`src/hw/xbm_pkg.sv`:
```
// constants, types and helpers for the external bridge vds monitor
// assumes a 40 MHz clock and a 24-bit serial frame
package xbm_pkg;
    localparam int          CLK_PERIOD_PS  = 25000;
    localparam int          VDS_FILTER_NS  = 1000;
    localparam int          BLANK_STEP_NS  = 1000;
    localparam int          FILTER_CYC     = (VDS_FILTER_NS * 1000 + CLK_PERIOD_PS - 1) / CLK_PERIOD_PS;
    localparam int          BLANK_STEP_CYC = (BLANK_STEP_NS * 1000 + CLK_PERIOD_PS - 1) / CLK_PERIOD_PS;
    localparam int          FRAME_BITS     = 24;
    localparam logic [5:0]  ADDR_XBM       = 6'h06;
    localparam logic [5:0]  ADDR_DIAG      = 6'h07;
    localparam logic [1:0]  OP_WRITE       = 2'h0;
    localparam logic [15:0] XBM_RESET      = 16'h0176;
    localparam int          SINK_BIT       = 15;
    localparam int          SRC_BIT        = 14;
    localparam int          ARM_BIT        = 13;
    localparam int          BLANK2_LSB     = 11;
    localparam int          BLANK1_LSB     = 9;
    localparam int          THR2_LSB       = 5;
    localparam int          THR1_LSB       = 1;
    localparam int          THR_ON_BIT     = 3;
    localparam logic        PARITY_ODD     = 1'b1;

    typedef enum logic [1:0] {
        GD_IDLE  = 2'h0,
        GD_BLANK = 2'h1,
        GD_WATCH = 2'h3,
        GD_TRIP  = 2'h2
    } xbm_guard_e;

    // parity bit that makes a frame good
    function automatic logic par_bit(input logic [22:0] x);
        return (^x) ^ PARITY_ODD;
    endfunction
endpackage

```
`src/hw/xbm_frame_if.sv`:
```
// frame fields between serial link and register core
// assumes both ends on the same clock
`timescale 1ns/10ps
interface xbm_frame_if;
    logic        commit;
    logic        cs_fall;
    logic [1:0]  opcode;
    logic [5:0]  addr;
    logic [15:0] data;
    logic [15:0] rd_data;
    logic        mute;
    modport link (output commit, cs_fall, opcode, addr, data, input rd_data, mute);
    modport core (input commit, cs_fall, opcode, addr, data, output rd_data, mute);
endinterface

```
`src/hw/xbm_spi_link.sv`:
```
// serial slave: 24-bit frames, msb first, sample on sck rise
// assumes pins asynchronous to clk; sck well below clk/4
`timescale 1ns/10ps
module xbm_spi_link (
    input  wire logic  clk,           // system clock
    input  wire logic  nrst,          // async reset, low
    input  wire logic  chip_select_n, // frame select pin
    input  wire logic  sck,           // serial clock pin
    input  wire logic  mosi,          // serial data in pin
    output logic       miso_o,        // serial data out
    output logic       miso_oe_n,     // low while driving
    xbm_frame_if.link  fr             // frame to core
);
    logic [2:0]  cs_p;
    logic [2:0]  sck_p;
    logic [1:0]  mosi_p;
    logic [4:0]  cnt_q;
    logic [23:0] rx_q;
    logic [23:0] tx_q;
    logic        cs_fall;
    logic        cs_rise;
    logic        sck_rise;
    logic        sck_fall;

    always_ff @(posedge clk or negedge nrst) begin
        if (!nrst) begin
            cs_p   <= 3'h7;
            sck_p  <= 3'h0;
            mosi_p <= 2'h0;
        end else begin
            cs_p   <= {cs_p[1:0], chip_select_n};
            sck_p  <= {sck_p[1:0], sck};
            mosi_p <= {mosi_p[0], mosi};
        end
    end

    assign cs_fall  = cs_p[2] & ~cs_p[1];
    assign cs_rise  = ~cs_p[2] & cs_p[1];
    assign sck_rise = ~sck_p[2] & sck_p[1] & ~cs_p[1];
    assign sck_fall = sck_p[2] & ~sck_p[1] & ~cs_p[1];

    always_ff @(posedge clk or negedge nrst) begin
        if (!nrst) begin
            cnt_q <= 5'h00;
            rx_q  <= 24'h00_0000;
        end else if (cs_fall) begin
            cnt_q <= 5'h00;
        end else if (sck_rise) begin
            rx_q  <= {rx_q[22:0], mosi_p[1]};
            cnt_q <= (cnt_q == 5'h1f) ? cnt_q : cnt_q + 5'h01;
        end
    end

    always_ff @(posedge clk or negedge nrst) begin
        if (!nrst) begin
            tx_q      <= 24'h00_0000;
            miso_o    <= 1'b0;
            miso_oe_n <= 1'b1;
        end else begin
            miso_oe_n <= cs_p[1] | fr.mute;
            if (cs_fall) begin
                tx_q   <= {OP_WRITE_HDR(), fr.rd_data[15:1],
                           xbm_pkg::par_bit({OP_WRITE_HDR(), fr.rd_data[15:1]})};
                miso_o <= 1'b0;
            end else if (sck_fall) begin
                miso_o <= tx_q[23];
                tx_q   <= {tx_q[22:0], 1'b0};
            end
        end
    end

    function automatic logic [7:0] OP_WRITE_HDR();
        return {xbm_pkg::OP_WRITE, xbm_pkg::ADDR_XBM};
    endfunction

    // full frame with good parity only
    always_ff @(posedge clk or negedge nrst) begin
        if (!nrst) begin
            fr.commit  <= 1'b0;
            fr.cs_fall <= 1'b0;
        end else begin
            fr.commit  <= cs_rise && (cnt_q == 5'(xbm_pkg::FRAME_BITS))
                          && (xbm_pkg::par_bit(rx_q[23:1]) == rx_q[0]);
            fr.cs_fall <= cs_fall;
        end
    end

    assign fr.opcode = rx_q[23:22];
    assign fr.addr   = rx_q[21:16];
    assign fr.data   = rx_q[15:0];
endmodule

```
`src/hw/xbm_top.sv`:
```
// external bridge vds monitor register, standby arming, regulation select
// assumes analog comparators outside, host as serial master
`timescale 1ns/10ps
module xbm_top (
    input  wire logic        clk,                     // 40 MHz clock
    input  wire logic        nrst,                    // async reset, low
    input  wire logic        chip_select_n,           // serial select pin
    input  wire logic        sck,                     // serial clock pin
    input  wire logic        mosi,                    // serial data in
    output logic             miso_o,                  // serial data out
    output logic             miso_oe_n,               // low while driving
    input  wire logic [5:0]  regulation_type_select,  // per internal output
    input  wire logic [23:0] output_level_code,       // 4 bits per output
    output logic      [5:0]  current_reg_en,          // current loop on
    output logic      [5:0]  duty_reg_en,             // fixed duty on
    output logic      [23:0] level_code,              // level to regulator
    input  wire logic [1:0]  xbridge_on_cmd,          // bridge turn on
    input  wire logic [1:0]  vds_over,                // comparator pins
    input  wire logic [1:0]  fault_clear,             // clear fault pulse
    output logic      [1:0]  xbridge_drive,           // gate drive enable
    output logic      [1:0]  xbridge_fault,           // sticky fault
    output logic      [7:0]  xbridge_vds_threshold,   // thresholds b2,b1
    output logic             xbridge2_diag_sink_en,   // sink current
    output logic             xbridge2_diag_source_en, // source current
    output logic             standby                  // standby state
);
    // ------------------------------------------------------------
    // declarations
    // ------------------------------------------------------------
    logic [15:1] reg_q;
    logic        second_q;
    logic        standby_q;
    logic [1:0]  vds_p0_q;
    logic [1:0]  vds_s_q;
    logic [1:0]  trip;
    logic [1:0]  drive_q;
    logic [1:0]  fault_q;
    logic [1:0]  mon_en;
    logic [7:0]  thr_q;
    logic        sink_q;
    logic        src_q;
    logic [5:0]  cur_en_q;
    logic [5:0]  duty_en_q;
    logic [23:0] level_q;
    logic        wr_xbm;
    logic        wr_diag;

    xbm_frame_if fr ();

    // ------------------------------------------------------------
    // serial link
    // ------------------------------------------------------------
    xbm_spi_link u_link (
        .clk           (clk),
        .nrst          (nrst),
        .chip_select_n (chip_select_n),
        .sck           (sck),
        .mosi          (mosi),
        .miso_o        (miso_o),
        .miso_oe_n     (miso_oe_n),
        .fr            (fr.link)
    );

    assign fr.rd_data = {reg_q, 1'b0};
    assign fr.mute    = standby_q;

    // frames count only when awake
    assign wr_xbm  = fr.commit && !standby_q && fr.opcode == xbm_pkg::OP_WRITE
                     && fr.addr == xbm_pkg::ADDR_XBM;
    assign wr_diag = fr.commit && !standby_q && fr.opcode == xbm_pkg::OP_WRITE
                     && fr.addr == xbm_pkg::ADDR_DIAG;

    // ------------------------------------------------------------
    // monitor register
    // ------------------------------------------------------------
    always_ff @(posedge clk or negedge nrst) begin
        if (!nrst) begin
            reg_q <= xbm_pkg::XBM_RESET[15:1];
        end else if (wr_xbm) begin
            reg_q <= fr.data[15:1];
        end else if (wr_diag && fr.data[xbm_pkg::ARM_BIT] && !second_q
                     && reg_q[xbm_pkg::ARM_BIT]) begin
            reg_q[xbm_pkg::ARM_BIT] <= 1'b0;
        end
    end

    // ------------------------------------------------------------
    // standby arming
    // ------------------------------------------------------------
    always_ff @(posedge clk or negedge nrst) begin
        if (!nrst) begin
            second_q <= 1'b0;
        end else if (wr_diag) begin
            if (fr.data[xbm_pkg::ARM_BIT] && !second_q && reg_q[xbm_pkg::ARM_BIT]) begin
                second_q <= 1'b0;
            end else begin
                second_q <= fr.data[xbm_pkg::ARM_BIT];
            end
        end
    end

    // second bit rising with first already set
    always_ff @(posedge clk or negedge nrst) begin
        if (!nrst) begin
            standby_q <= 1'b0;
        end else if (standby_q) begin
            if (fr.cs_fall) begin
                standby_q <= 1'b0;
            end
        end else if (wr_diag && fr.data[xbm_pkg::ARM_BIT] && !second_q
                     && reg_q[xbm_pkg::ARM_BIT]) begin
            standby_q <= 1'b1;
        end
    end

    // ------------------------------------------------------------
    // diagnostic currents
    // ------------------------------------------------------------
    always_ff @(posedge clk or negedge nrst) begin
        if (!nrst) begin
            sink_q <= 1'b0;
            src_q  <= 1'b0;
        end else begin
            // both asked means neither
            sink_q <= reg_q[xbm_pkg::SINK_BIT] & ~reg_q[xbm_pkg::SRC_BIT];
            src_q  <= reg_q[xbm_pkg::SRC_BIT] & ~reg_q[xbm_pkg::SINK_BIT];
        end
    end

    // ------------------------------------------------------------
    // thresholds to comparators
    // ------------------------------------------------------------
    always_ff @(posedge clk or negedge nrst) begin
        if (!nrst) begin
            thr_q <= {xbm_pkg::XBM_RESET[xbm_pkg::THR2_LSB +: 4], xbm_pkg::XBM_RESET[xbm_pkg::THR1_LSB +: 4]};
        end else begin
            thr_q <= {reg_q[xbm_pkg::THR2_LSB +: 4], reg_q[xbm_pkg::THR1_LSB +: 4]};
        end
    end

    // undefined codes have top bit clear, so stay off
    function automatic logic thr_on(input logic [3:0] code);
        return code[xbm_pkg::THR_ON_BIT];
    endfunction

    assign mon_en[0] = thr_on(reg_q[xbm_pkg::THR1_LSB +: 4]);
    assign mon_en[1] = thr_on(reg_q[xbm_pkg::THR2_LSB +: 4]);

    // ------------------------------------------------------------
    // comparator synchroniser
    // ------------------------------------------------------------
    always_ff @(posedge clk or negedge nrst) begin
        if (!nrst) begin
            vds_p0_q <= 2'h0;
            vds_s_q  <= 2'h0;
        end else begin
            vds_p0_q <= vds_over;
            vds_s_q  <= vds_p0_q;
        end
    end

    // ------------------------------------------------------------
    // per bridge guard, drive and fault
    // ------------------------------------------------------------
    xbm_vds_guard u_guard1 (
        .clk        (clk),
        .nrst       (nrst),
        .on_cmd     (xbridge_on_cmd[0]),
        .over       (vds_s_q[0]),
        .mon_en     (mon_en[0]),
        .blank_code (reg_q[xbm_pkg::BLANK1_LSB +: 2]),
        .trip       (trip[0])
    );

    xbm_vds_guard u_guard2 (
        .clk        (clk),
        .nrst       (nrst),
        .on_cmd     (xbridge_on_cmd[1]),
        .over       (vds_s_q[1]),
        .mon_en     (mon_en[1]),
        .blank_code (reg_q[xbm_pkg::BLANK2_LSB +: 2]),
        .trip       (trip[1])
    );

    // set wins over clear
    always_ff @(posedge clk or negedge nrst) begin
        if (!nrst) begin
            fault_q <= 2'h0;
        end else begin
            fault_q <= trip | (fault_q & ~fault_clear);
        end
    end

    // steady gate enable, no duty pattern
    always_ff @(posedge clk or negedge nrst) begin
        if (!nrst) begin
            drive_q <= 2'h0;
        end else begin
            drive_q <= xbridge_on_cmd & ~fault_q & ~trip & ~{2{standby_q}};
        end
    end

    // ------------------------------------------------------------
    // internal output regulation type
    // ------------------------------------------------------------
    always_ff @(posedge clk or negedge nrst) begin
        if (!nrst) begin
            cur_en_q  <= 6'h00;
            duty_en_q <= 6'h00;
            level_q   <= 24'h00_0000;
        end else begin
            cur_en_q  <= ~regulation_type_select & ~{6{standby_q}};
            duty_en_q <= regulation_type_select & ~{6{standby_q}};
            level_q   <= output_level_code;
        end
    end

    // ------------------------------------------------------------
    // outputs
    // ------------------------------------------------------------
    assign current_reg_en          = cur_en_q;
    assign duty_reg_en             = duty_en_q;
    assign level_code              = level_q;
    assign xbridge_drive           = drive_q;
    assign xbridge_fault           = fault_q;
    assign xbridge_vds_threshold   = thr_q;
    assign xbridge2_diag_sink_en   = sink_q;
    assign xbridge2_diag_source_en = src_q;
    assign standby                 = standby_q;

    // ------------------------------------------------------------
    // checks
    // ------------------------------------------------------------
    property p_write_lands;
        @(posedge clk) disable iff (!nrst)
        wr_xbm |=> reg_q == $past(fr.data[15:1]) ##1 thr_q[3:0] == reg_q[4:1];
    endproperty
    a_write_lands: assert property (p_write_lands) else $error("monitor write lost");

    property p_other_addr;
        @(posedge clk) disable iff (!nrst)
        fr.commit && fr.addr != xbm_pkg::ADDR_XBM && fr.addr != xbm_pkg::ADDR_DIAG |=> $stable(reg_q);
    endproperty
    a_other_addr: assert property (p_other_addr) else $error("foreign frame changed register");

    property p_stby_enter;
        @(posedge clk) disable iff (!nrst)
        wr_diag && fr.data[xbm_pkg::ARM_BIT] && reg_q[xbm_pkg::ARM_BIT] && !second_q |=> standby_q;
    endproperty
    a_stby_enter: assert property (p_stby_enter) else $error("standby not entered");

    property p_stby_order;
        @(posedge clk) disable iff (!nrst)
        $rose(standby_q) |-> $past(reg_q[xbm_pkg::ARM_BIT]) && $past(wr_diag) && !$past(second_q);
    endproperty
    a_stby_order: assert property (p_stby_order) else $error("standby out of order");

    property p_wake;
        @(posedge clk) disable iff (!nrst)
        standby_q && fr.cs_fall |=> !standby_q ##1 !standby_q;
    endproperty
    a_wake: assert property (p_wake) else $error("no wake on select fall");

    property p_deaf;
        @(posedge clk) disable iff (!nrst)
        standby_q && fr.commit |=> $stable(reg_q) && $stable(second_q);
    endproperty
    a_deaf: assert property (p_deaf) else $error("frame taken in standby");

    property p_diag_excl;
        @(posedge clk) disable iff (!nrst)
        !(sink_q && src_q);
    endproperty
    a_diag_excl: assert property (p_diag_excl) else $error("sink and source together");

    property p_diag_map;
        @(posedge clk) disable iff (!nrst)
        wr_xbm && fr.data[xbm_pkg::SINK_BIT] && !fr.data[xbm_pkg::SRC_BIT] |=> ##1 sink_q && !src_q;
    endproperty
    a_diag_map: assert property (p_diag_map) else $error("sink enable not applied");

    property p_reg_type;
        @(posedge clk) disable iff (!nrst)
        !standby_q |=> (cur_en_q ^ duty_en_q) == 6'h3f && duty_en_q == $past(regulation_type_select);
    endproperty
    a_reg_type: assert property (p_reg_type) else $error("regulation type wrong");

    property p_fault_drop;
        @(posedge clk) disable iff (!nrst)
        |trip |=> (fault_q & $past(trip)) == $past(trip) && (drive_q & $past(trip)) == 2'h0;
    endproperty
    a_fault_drop: assert property (p_fault_drop) else $error("fault did not disable bridge");

    property p_off_no_fault;
        @(posedge clk) disable iff (!nrst)
        !mon_en[0] && !fault_q[0] |=> !fault_q[0];
    endproperty
    a_off_no_fault: assert property (p_off_no_fault) else $error("fault with monitoring off");

    property p_thr_follow;
        @(posedge clk) disable iff (!nrst)
        wr_xbm |=> ##1 thr_q == $past(fr.data[xbm_pkg::THR2_LSB + 3:xbm_pkg::THR1_LSB], 2);
    endproperty
    a_thr_follow: assert property (p_thr_follow) else $error("threshold pins not updated");

    property p_diag_src;
        @(posedge clk) disable iff (!nrst)
        wr_xbm && fr.data[xbm_pkg::SRC_BIT] && !fr.data[xbm_pkg::SINK_BIT] |=> ##1 src_q && !sink_q;
    endproperty
    a_diag_src: assert property (p_diag_src) else $error("source enable not applied");

    property p_diag_both;
        @(posedge clk) disable iff (!nrst)
        wr_xbm && fr.data[xbm_pkg::SRC_BIT] && fr.data[xbm_pkg::SINK_BIT] |=> ##1 !src_q && !sink_q;
    endproperty
    a_diag_both: assert property (p_diag_both) else $error("both diagnostic currents on");

    property p_drive_steady;
        @(posedge clk) disable iff (!nrst)
        xbridge_on_cmd == 2'h3 && fault_q == 2'h0 && trip == 2'h0 && !standby_q |=> drive_q == 2'h3;
    endproperty
    a_drive_steady: assert property (p_drive_steady) else $error("bridge drive not steady");

    property p_stby_quiet;
        @(posedge clk) disable iff (!nrst)
        standby_q |=> drive_q == 2'h0 && cur_en_q == 6'h00 && duty_en_q == 6'h00 && miso_oe_n;
    endproperty
    a_stby_quiet: assert property (p_stby_quiet) else $error("outputs active in standby");

    property p_arm_clear;
        @(posedge clk) disable iff (!nrst)
        $rose(standby_q) |-> !reg_q[xbm_pkg::ARM_BIT] && !second_q;
    endproperty
    a_arm_clear: assert property (p_arm_clear) else $error("arm bits kept after entry");

    property p_fault_hold;
        @(posedge clk) disable iff (!nrst)
        fault_q[1] && !fault_clear[1] |=> fault_q[1];
    endproperty
    a_fault_hold: assert property (p_fault_hold) else $error("fault dropped without clear");

    property p_level_copy;
        @(posedge clk) disable iff (!nrst)
        1'b1 |=> level_q == $past(output_level_code);
    endproperty
    a_level_copy: assert property (p_level_copy) else $error("level code not passed");
endmodule

```
`src/hw/xbm_vds_guard.sv`:
```
// one bridge: turn on blanking then vds filter, trip pulse out
// assumes over already synchronised to clk
`timescale 1ns/10ps
module xbm_vds_guard #(
    parameter int CNT_W = 8                 // counter width
) (
    input  wire logic       clk,            // system clock
    input  wire logic       nrst,           // async reset, low
    input  wire logic       on_cmd,         // bridge commanded on
    input  wire logic       over,           // vds above threshold
    input  wire logic       mon_en,         // monitoring on
    input  wire logic [1:0] blank_code,     // blanking setting
    output logic            trip            // fault pulse
);
    localparam int MAX_CYC = 4 * xbm_pkg::BLANK_STEP_CYC;
    if ((1 << CNT_W) <= MAX_CYC) begin : g_chk
        $error("guard counter too narrow");
    end

    xbm_pkg::xbm_guard_e state_q;
    logic [CNT_W-1:0]    cnt_q;
    logic                on_q;

    always_ff @(posedge clk or negedge nrst) begin
        if (!nrst) begin
            state_q <= xbm_pkg::GD_IDLE;
            cnt_q   <= '0;
            on_q    <= 1'b0;
            trip    <= 1'b0;
        end else begin
            on_q <= on_cmd;
            trip <= 1'b0;
            case (state_q)
                xbm_pkg::GD_IDLE: begin
                    if (on_cmd && !on_q) begin
                        state_q <= xbm_pkg::GD_BLANK;
                        cnt_q   <= CNT_W'((int'(blank_code) + 1) * xbm_pkg::BLANK_STEP_CYC);
                    end
                end
                xbm_pkg::GD_BLANK: begin
                    if (!on_cmd) begin
                        state_q <= xbm_pkg::GD_IDLE;
                    end else if (cnt_q <= CNT_W'(1)) begin
                        state_q <= xbm_pkg::GD_WATCH;
                        cnt_q   <= '0;
                    end else begin
                        cnt_q <= cnt_q - CNT_W'(1);
                    end
                end
                xbm_pkg::GD_WATCH: begin
                    if (!on_cmd) begin
                        state_q <= xbm_pkg::GD_IDLE;
                    end else if (!over || !mon_en) begin
                        cnt_q <= '0;
                    end else if (cnt_q == CNT_W'(xbm_pkg::FILTER_CYC)) begin
                        state_q <= xbm_pkg::GD_TRIP;
                        trip    <= 1'b1;
                    end else begin
                        cnt_q <= cnt_q + CNT_W'(1);
                    end
                end
                xbm_pkg::GD_TRIP: begin
                    if (!on_cmd) begin
                        state_q <= xbm_pkg::GD_IDLE;
                    end
                end
                default: state_q <= xbm_pkg::GD_IDLE;
            endcase
        end
    end

    property p_blank_quiet;
        @(posedge clk) disable iff (!nrst)
        (state_q == xbm_pkg::GD_BLANK) |=> !trip;
    endproperty
    a_blank_quiet: assert property (p_blank_quiet) else $error("trip during blanking");

    property p_trip_held;
        @(posedge clk) disable iff (!nrst)
        $rose(trip) |-> $past(over) && $past(mon_en) && $past(state_q) == xbm_pkg::GD_WATCH;
    endproperty
    a_trip_held: assert property (p_trip_held) else $error("trip without held overvoltage");
endmodule

```
`config.mk`:
```
export PLATFORM = sky130hd
export DESIGN_NAME = xbm_top
export DESIGN_NICKNAME = d
export VERILOG_FILES = /design/src/hw/xbm_pkg.sv /design/src/hw/xbm_frame_if.sv /design/src/hw/xbm_spi_link.sv /design/src/hw/xbm_top.sv /design/src/hw/xbm_vds_guard.sv
export SDC_FILE = /design/constraint.sdc
export NUM_CORES = 1
export LEC_CHECK = 0
export ABC_AREA = 1
export BUFFER_PORTS_ARGS = -buffer_cell sky130_fd_sc_hd__buf_2
export CORE_MARGIN = 1.5
export CORE_UTILIZATION = 40
export DETAILED_ROUTE_END_ITERATION = 10
export GPL_TIMING_DRIVEN = 0
export PLACE_DENSITY_LB_ADDON = 0.3
export SETUP_SLACK_MARGIN = 0.5
export SLEW_MARGIN = 20
export SYNTH_ARGS = -nofsm -noshare
export SYNTH_HDL_FRONTEND = slang
export SYNTH_HIERARCHICAL = 1
export SYNTH_SLANG_ARGS = --single-unit
```
`constraint.sdc`:
```
create_clock -name clk -period 1.85 [get_ports clk]
set_input_delay 0.0925 -clock clk [delete_from_list [all_inputs] [get_ports clk]]
set_output_delay 0.0925 -clock clk [all_outputs]
set_load 0.05 [all_outputs]
```
# == Word-level counts from Yosys, hierarchy flattened ==
# Cells that the tools add are included.
# W data, S select, Z words.
# word_totals
out_inout_bits,53
input_bits,41
ff_bits,160
# op_classes
reduce_logical,39
mux,51
n_addsub,7
magnitude_cmp,2
n_bitwise,31
n_eq_ne,30
mul,2
# ops
op,n
$mux W8,12
$mul A32 B4 Y5 const B,2
$mux W24,2
$pmux W8 S3,2
$reduce_xor A23 Y1,2
$mux W2,14
$reduce_and A5 Y1,4
$ne A3 B2 Y1 const B,6
$add A8 B1 Y8 const B,2
$eq A8 B6 Y1 const B,2
$le A8 B1 Y1 const B,2
$mux W1,16
$pmux W2 S4,2
$sub A8 B1 Y8 const B,2
$mux W5,3
$logic_and A1 B1 Y1,13
$and A6 B6 Y6,2
$eq A6 B3 Y1 const B,2
$ne A2 B2 Y1 const B,6
$not A6 Y6,2
$eq A5 B5 Y1 const B,2
$not A1 Y1,9
$and A1 B1 Y1,8
$and A2 B2 Y2,4
other kinds (16),41

# == Depth between registers and ports, before layout ==
# logic_depth
depth_word,9
ltp_mapped,12
ltp_nobuf,12

# == Cells and area by module ==
# The synthesis kept the hierarchy.
# by_module_without_submodules
mod,cells_per_inst,seq_area_each_um2,n_inst,area_each_um2
xbm_spi_link,409,1631.6,1,3231.8
xbm_top,178,1791.7,1,2277.2
xbm_vds_guard (u_guard2),152,300.3,1,1024.7
xbm_vds_guard (u_guard1),152,300.3,1,1016.0

# == Worst setup path after synthesis ==
# OpenSTA, ideal clock, no wires.
# synth_timing
kind,reg-to-reg
start,reg u_guard2.cnt_q[0]
end,reg u_guard2.cnt_q[2]
period_less_slack_ns,1.629
stages_incl_launch_ff,11
path_buffers,1
path_slack_ns,0.221
arrival_ns,1.509
setup_ns,0.120
path_cell_list,dfrtp_1 -> inv_1 -> ha_1 -> buf_2 -> nand3_1 -> nor2_2 -> nand4_1 -> nand2_4 -> inv_4 -> o21ai_1 -> nand2_1
# synth_between
elab_chain_cells,5
# synth_rtl
element,line_no,text
start: declaration,xbm_vds_guard.sv:21,logic [CNT_W-1:0] cnt_q;
start signal: assignment,xbm_vds_guard.sv:37,cnt_q <= CNT_W'((int'(blank_code) + 1) * xbm_pkg::BLANK_STEP_CYC);
start signal: assignment,xbm_vds_guard.sv:47,cnt_q <= cnt_q - CNT_W'(1);
start signal: assignment,xbm_vds_guard.sv:59,cnt_q <= cnt_q + CNT_W'(1);
$add A8 B1 Y8,xbm_vds_guard.sv:59,
$mux W8,xbm_vds_guard.sv:55,end else if (cnt_q == CNT_W'(xbm_pkg::FILTER_CYC)) begin
$mux W8,xbm_vds_guard.sv:53,end else if (!over || !mon_en) begin
$mux W8,xbm_vds_guard.sv:51,if (!on_cmd) begin
$pmux W8 S3,xbm_vds_guard.sv:33,case (state_q)
# Parallel ways exist; a longest one is shown, timed or not. The select of a mux whose other input is x is not followed.
# A chain may end at the register's enable or synchronous reset.

# == Final worst setup path ==
# Ends and elaborated chain as after synthesis.

==> impl_metrics.csv <==
group,metric,value,unit
run_status,outcome,"completed",
route,first_pass_iters,5,
final_layout,finalInstanceArea,10300,µm²
global_routing,first_global_vias,6176,
critical_path,critPathLaunchType,"flop",
global_routing,globalRouteTotalUtil,18.2,%
floorplan,initial_utilization,40.6,%
power,switching_share,33.9,%
final_layout,antennaDiodeCount,0,
run,cap_viol_max_count,0,
timing,worst_slack,0.271,ns
route,via_count,6517,
power,power.internal,7.09,mW
final_layout,drive_gt1_share,35.4,%
cts,cts.sinks,160,
place,place_congestion,0.862,
final_layout,seqCellArea,4040,µm²
synthesis,avgSynthCellArea,8.48,µm²
power,pwr-share-comb,28.4,%
floorplan,num_rows,50,
global_routing,grt_overflow,0,
global_routing,grt_first_pass_wirelength,28900,µm
floorplan,die_w,140,µm
cts,clk_pin_slew_worst_paths,0.06,ns
route,routed_wl,17700,µm
power,seqPwrFrac,38.6,%
place,numPlacedInstances,1218,
floorplan,core,18600,µm²
critical_path,worstPathArrival,1.94,ns
place,dpl_worst_slack,0.109,ns
power,clockPowerShare,33.0,%
timing,fin_skew,0.00888,ns
route,avgViaCountPerCell,4.84,
cts,root_buffer,"clkbuf_16",
critical_path,endpoint_kind,"flop",
final_layout,fillCellCount,1665,
route,wl_met3,576,µm
final_layout,finish.net_count,1154,
global_routing,antenna_found_initial,0,
synthesis,synth_area,7550,µm²
route,detail-route-antenna-nets,0,
timing,worstMarginPinSlew,0.645,ns
final_layout,area_growth,36.8,%
synthesis,synthCells,890,
floorplan,die_height,140,µm
final_layout,multi_input_area,3380,µm²
timing,max_freq,633,MHz
route,route.met2.wl,8980,µm
synthesis,syn_nets,944,
cts,clk-insertion-delay-late,0.42,ns
synthesis,ys_warn_count,6,
place,place_area,8400,µm²
hold_path,min_path_type,"in2async",
floorplan,die_area,19700,µm²
route,drt_iter0_markers,352,
timing,drv_slew,0,
place,portBuffers,93,
power,p_sw,3.64,mW
power,power.leakage,5.09,nW
place,detailed_place_hpwl,11100,µm
power,p_per_area,1040,nW/µm²
cts,cts_made_buffers,17,
timing,fin_crit,1.58,ns
route,highest_layer,"met4",
timing,layout_worst_path_cycle_share,85.4,%
cts,cts_tree,"yes",
final_layout,final_core_util,55.5,%
cts,htree_levels,4,
timing,grt_setup_unrepaired,"yes",
power,vdd_drop_max,0.677,mV
critical_path,worst-setup-path-type,"reg2reg",
route,routedWlPerCell,13.1,µm
timing,max-slew-margin-rel,57.0,%
critical_path,worstPathRequired,2.21,ns
timing,finalHoldViolCount,0,
timing,setup_viol,0,
final_layout,final_cells,1347,
global_routing,grt_max_degree,82,
critical_path,rr_worst_depth,8,
floorplan,ios,94,
cts,cts_buffer_depth,2,
critical_path,path_max_fanout,3,
timing,holdWs,0.235,ns
route,drc,0,
route,drt-met1-wl,7820,µm
layout by cell type, fill, tap and decap left out, drive strengths merged, types with 2 or more instances in the layout:
cell and count:
nand2 307, buf 169, dfrtp 144, inv 107
nor2 86, nand3 61, o21ai 60, dlygate4sd3 40
clkbuf 22, dfstp 16, a31oi 14, a21oi 13
ha 13, nand4 12, xnor2 10, or2 10
clkinv 6, xor2 5, nor3 5, o21bai 2
nor4 2, o211ai 2, nand3b 2
metal layers:
layer	global-route usage [%]	up-vias
met5	0	-
met4	6.26	0
met3	3.56	26
met2	31.6	122
met1	22.6	3124
li1	-	3245
timing repair:
action / CTS / global route
hold buffers: 40 / 0
pin swaps: 34 / 38
gates resized for setup: 56 / 110
buffers inserted: 35 / 18
gates cloned: 3 / 1
endpoints found under the setup margin: 87 / 79
hold endpoints to repair: 126 / 0
path summary, 6_finish.rpt:
kind	slack, ns	endpoint	from
hold reg to reg	0.35	vds_s_q[1]$_DFF_PN0_	vds_p0_q[1]$_DFF_PN0_
setup reg to reg	0.27	u_guard2/cnt_q[2]$_DFFE_PN0P_	u_guard2/cnt_q[0]$_DFFE_PN0P_
min in group clk	0.30	level_code[15]$_DFF_PN0_	output_level_code[15]
hold / removal	0.23	xbridge_drive[1]$_DFF_PN0_	nrst
max in group asynchronous	0.75	reg_q[1]$_DFFE_PN1P_	nrst
setup / recovery	0.27	u_guard2/cnt_q[2]$_DFFE_PN0P_	u_guard2/cnt_q[0]$_DFFE_PN0P_
state kept, by name, indices dropped and copies added (netlist names), 2 cells and up:
name,flops
current_reg_en,6
duty_reg_en,6
level_code,24
reg_q,15
u_guard1/cnt_q,8
u_guard1/state_q,2
u_guard2/cnt_q,8
u_guard2/state_q,2
u_link/cnt_q,5
u_link/cs_p,3
u_link/mosi_p,2
u_link/rx_q,24
u_link/sck_p,3
u_link/tx_q,24
vds_p0_q,2
vds_s_q,2
xbridge_drive,2
xbridge_fault,2
xbridge_vds_threshold,8
per-stage QoR:
stage / power [mW] / TNS, ns
floorplan: 5.98 / 0
global placement: 6.50 / -277.24
detailed placement: 6.56 / 0
CTS: 10.5 / 0
global route: 11.3 / 0
finish: 10.7 / 0
power groups by stage:
stage               clock network (mW)  registers (mW)  logic [mW]
floorplan                            0            4.30        1.69
global placement                     0            4.21        2.29
detailed placement                   0            4.21        2.35
CTS                               3.64            4.12        2.74
global route                      3.77            4.19        3.37
finish                            3.54            4.15        3.05
worst max-delay path: stages (launching register included):
cell and delay, ns:
dfrtp_1 0.41, buf_6 0.13, buf_4 0.13, ha_1 0.21
nand2_2 0.09, inv_1 0.09, nor4_1 0.28, o21ai_2 0.11
nand2_1 0.07
cell type report:
| class | count | area share, % |
|---|---|---|
| inverter | 100 | 3.93 |
| timing repair buffer | 190 | 13.6 |
| timing repair inverter | 1 | 0.0606 |
| tap | 234 | 2.84 |
| multi-input combinational | 608 | 32.7 |
| clock inverter | 13 | 1.39 |
| sequential | 160 | 39.1 |
| clock buffer | 19 | 4.39 |
| buffer | 22 | 2.01 |
(Power assumes the default switching activity.)
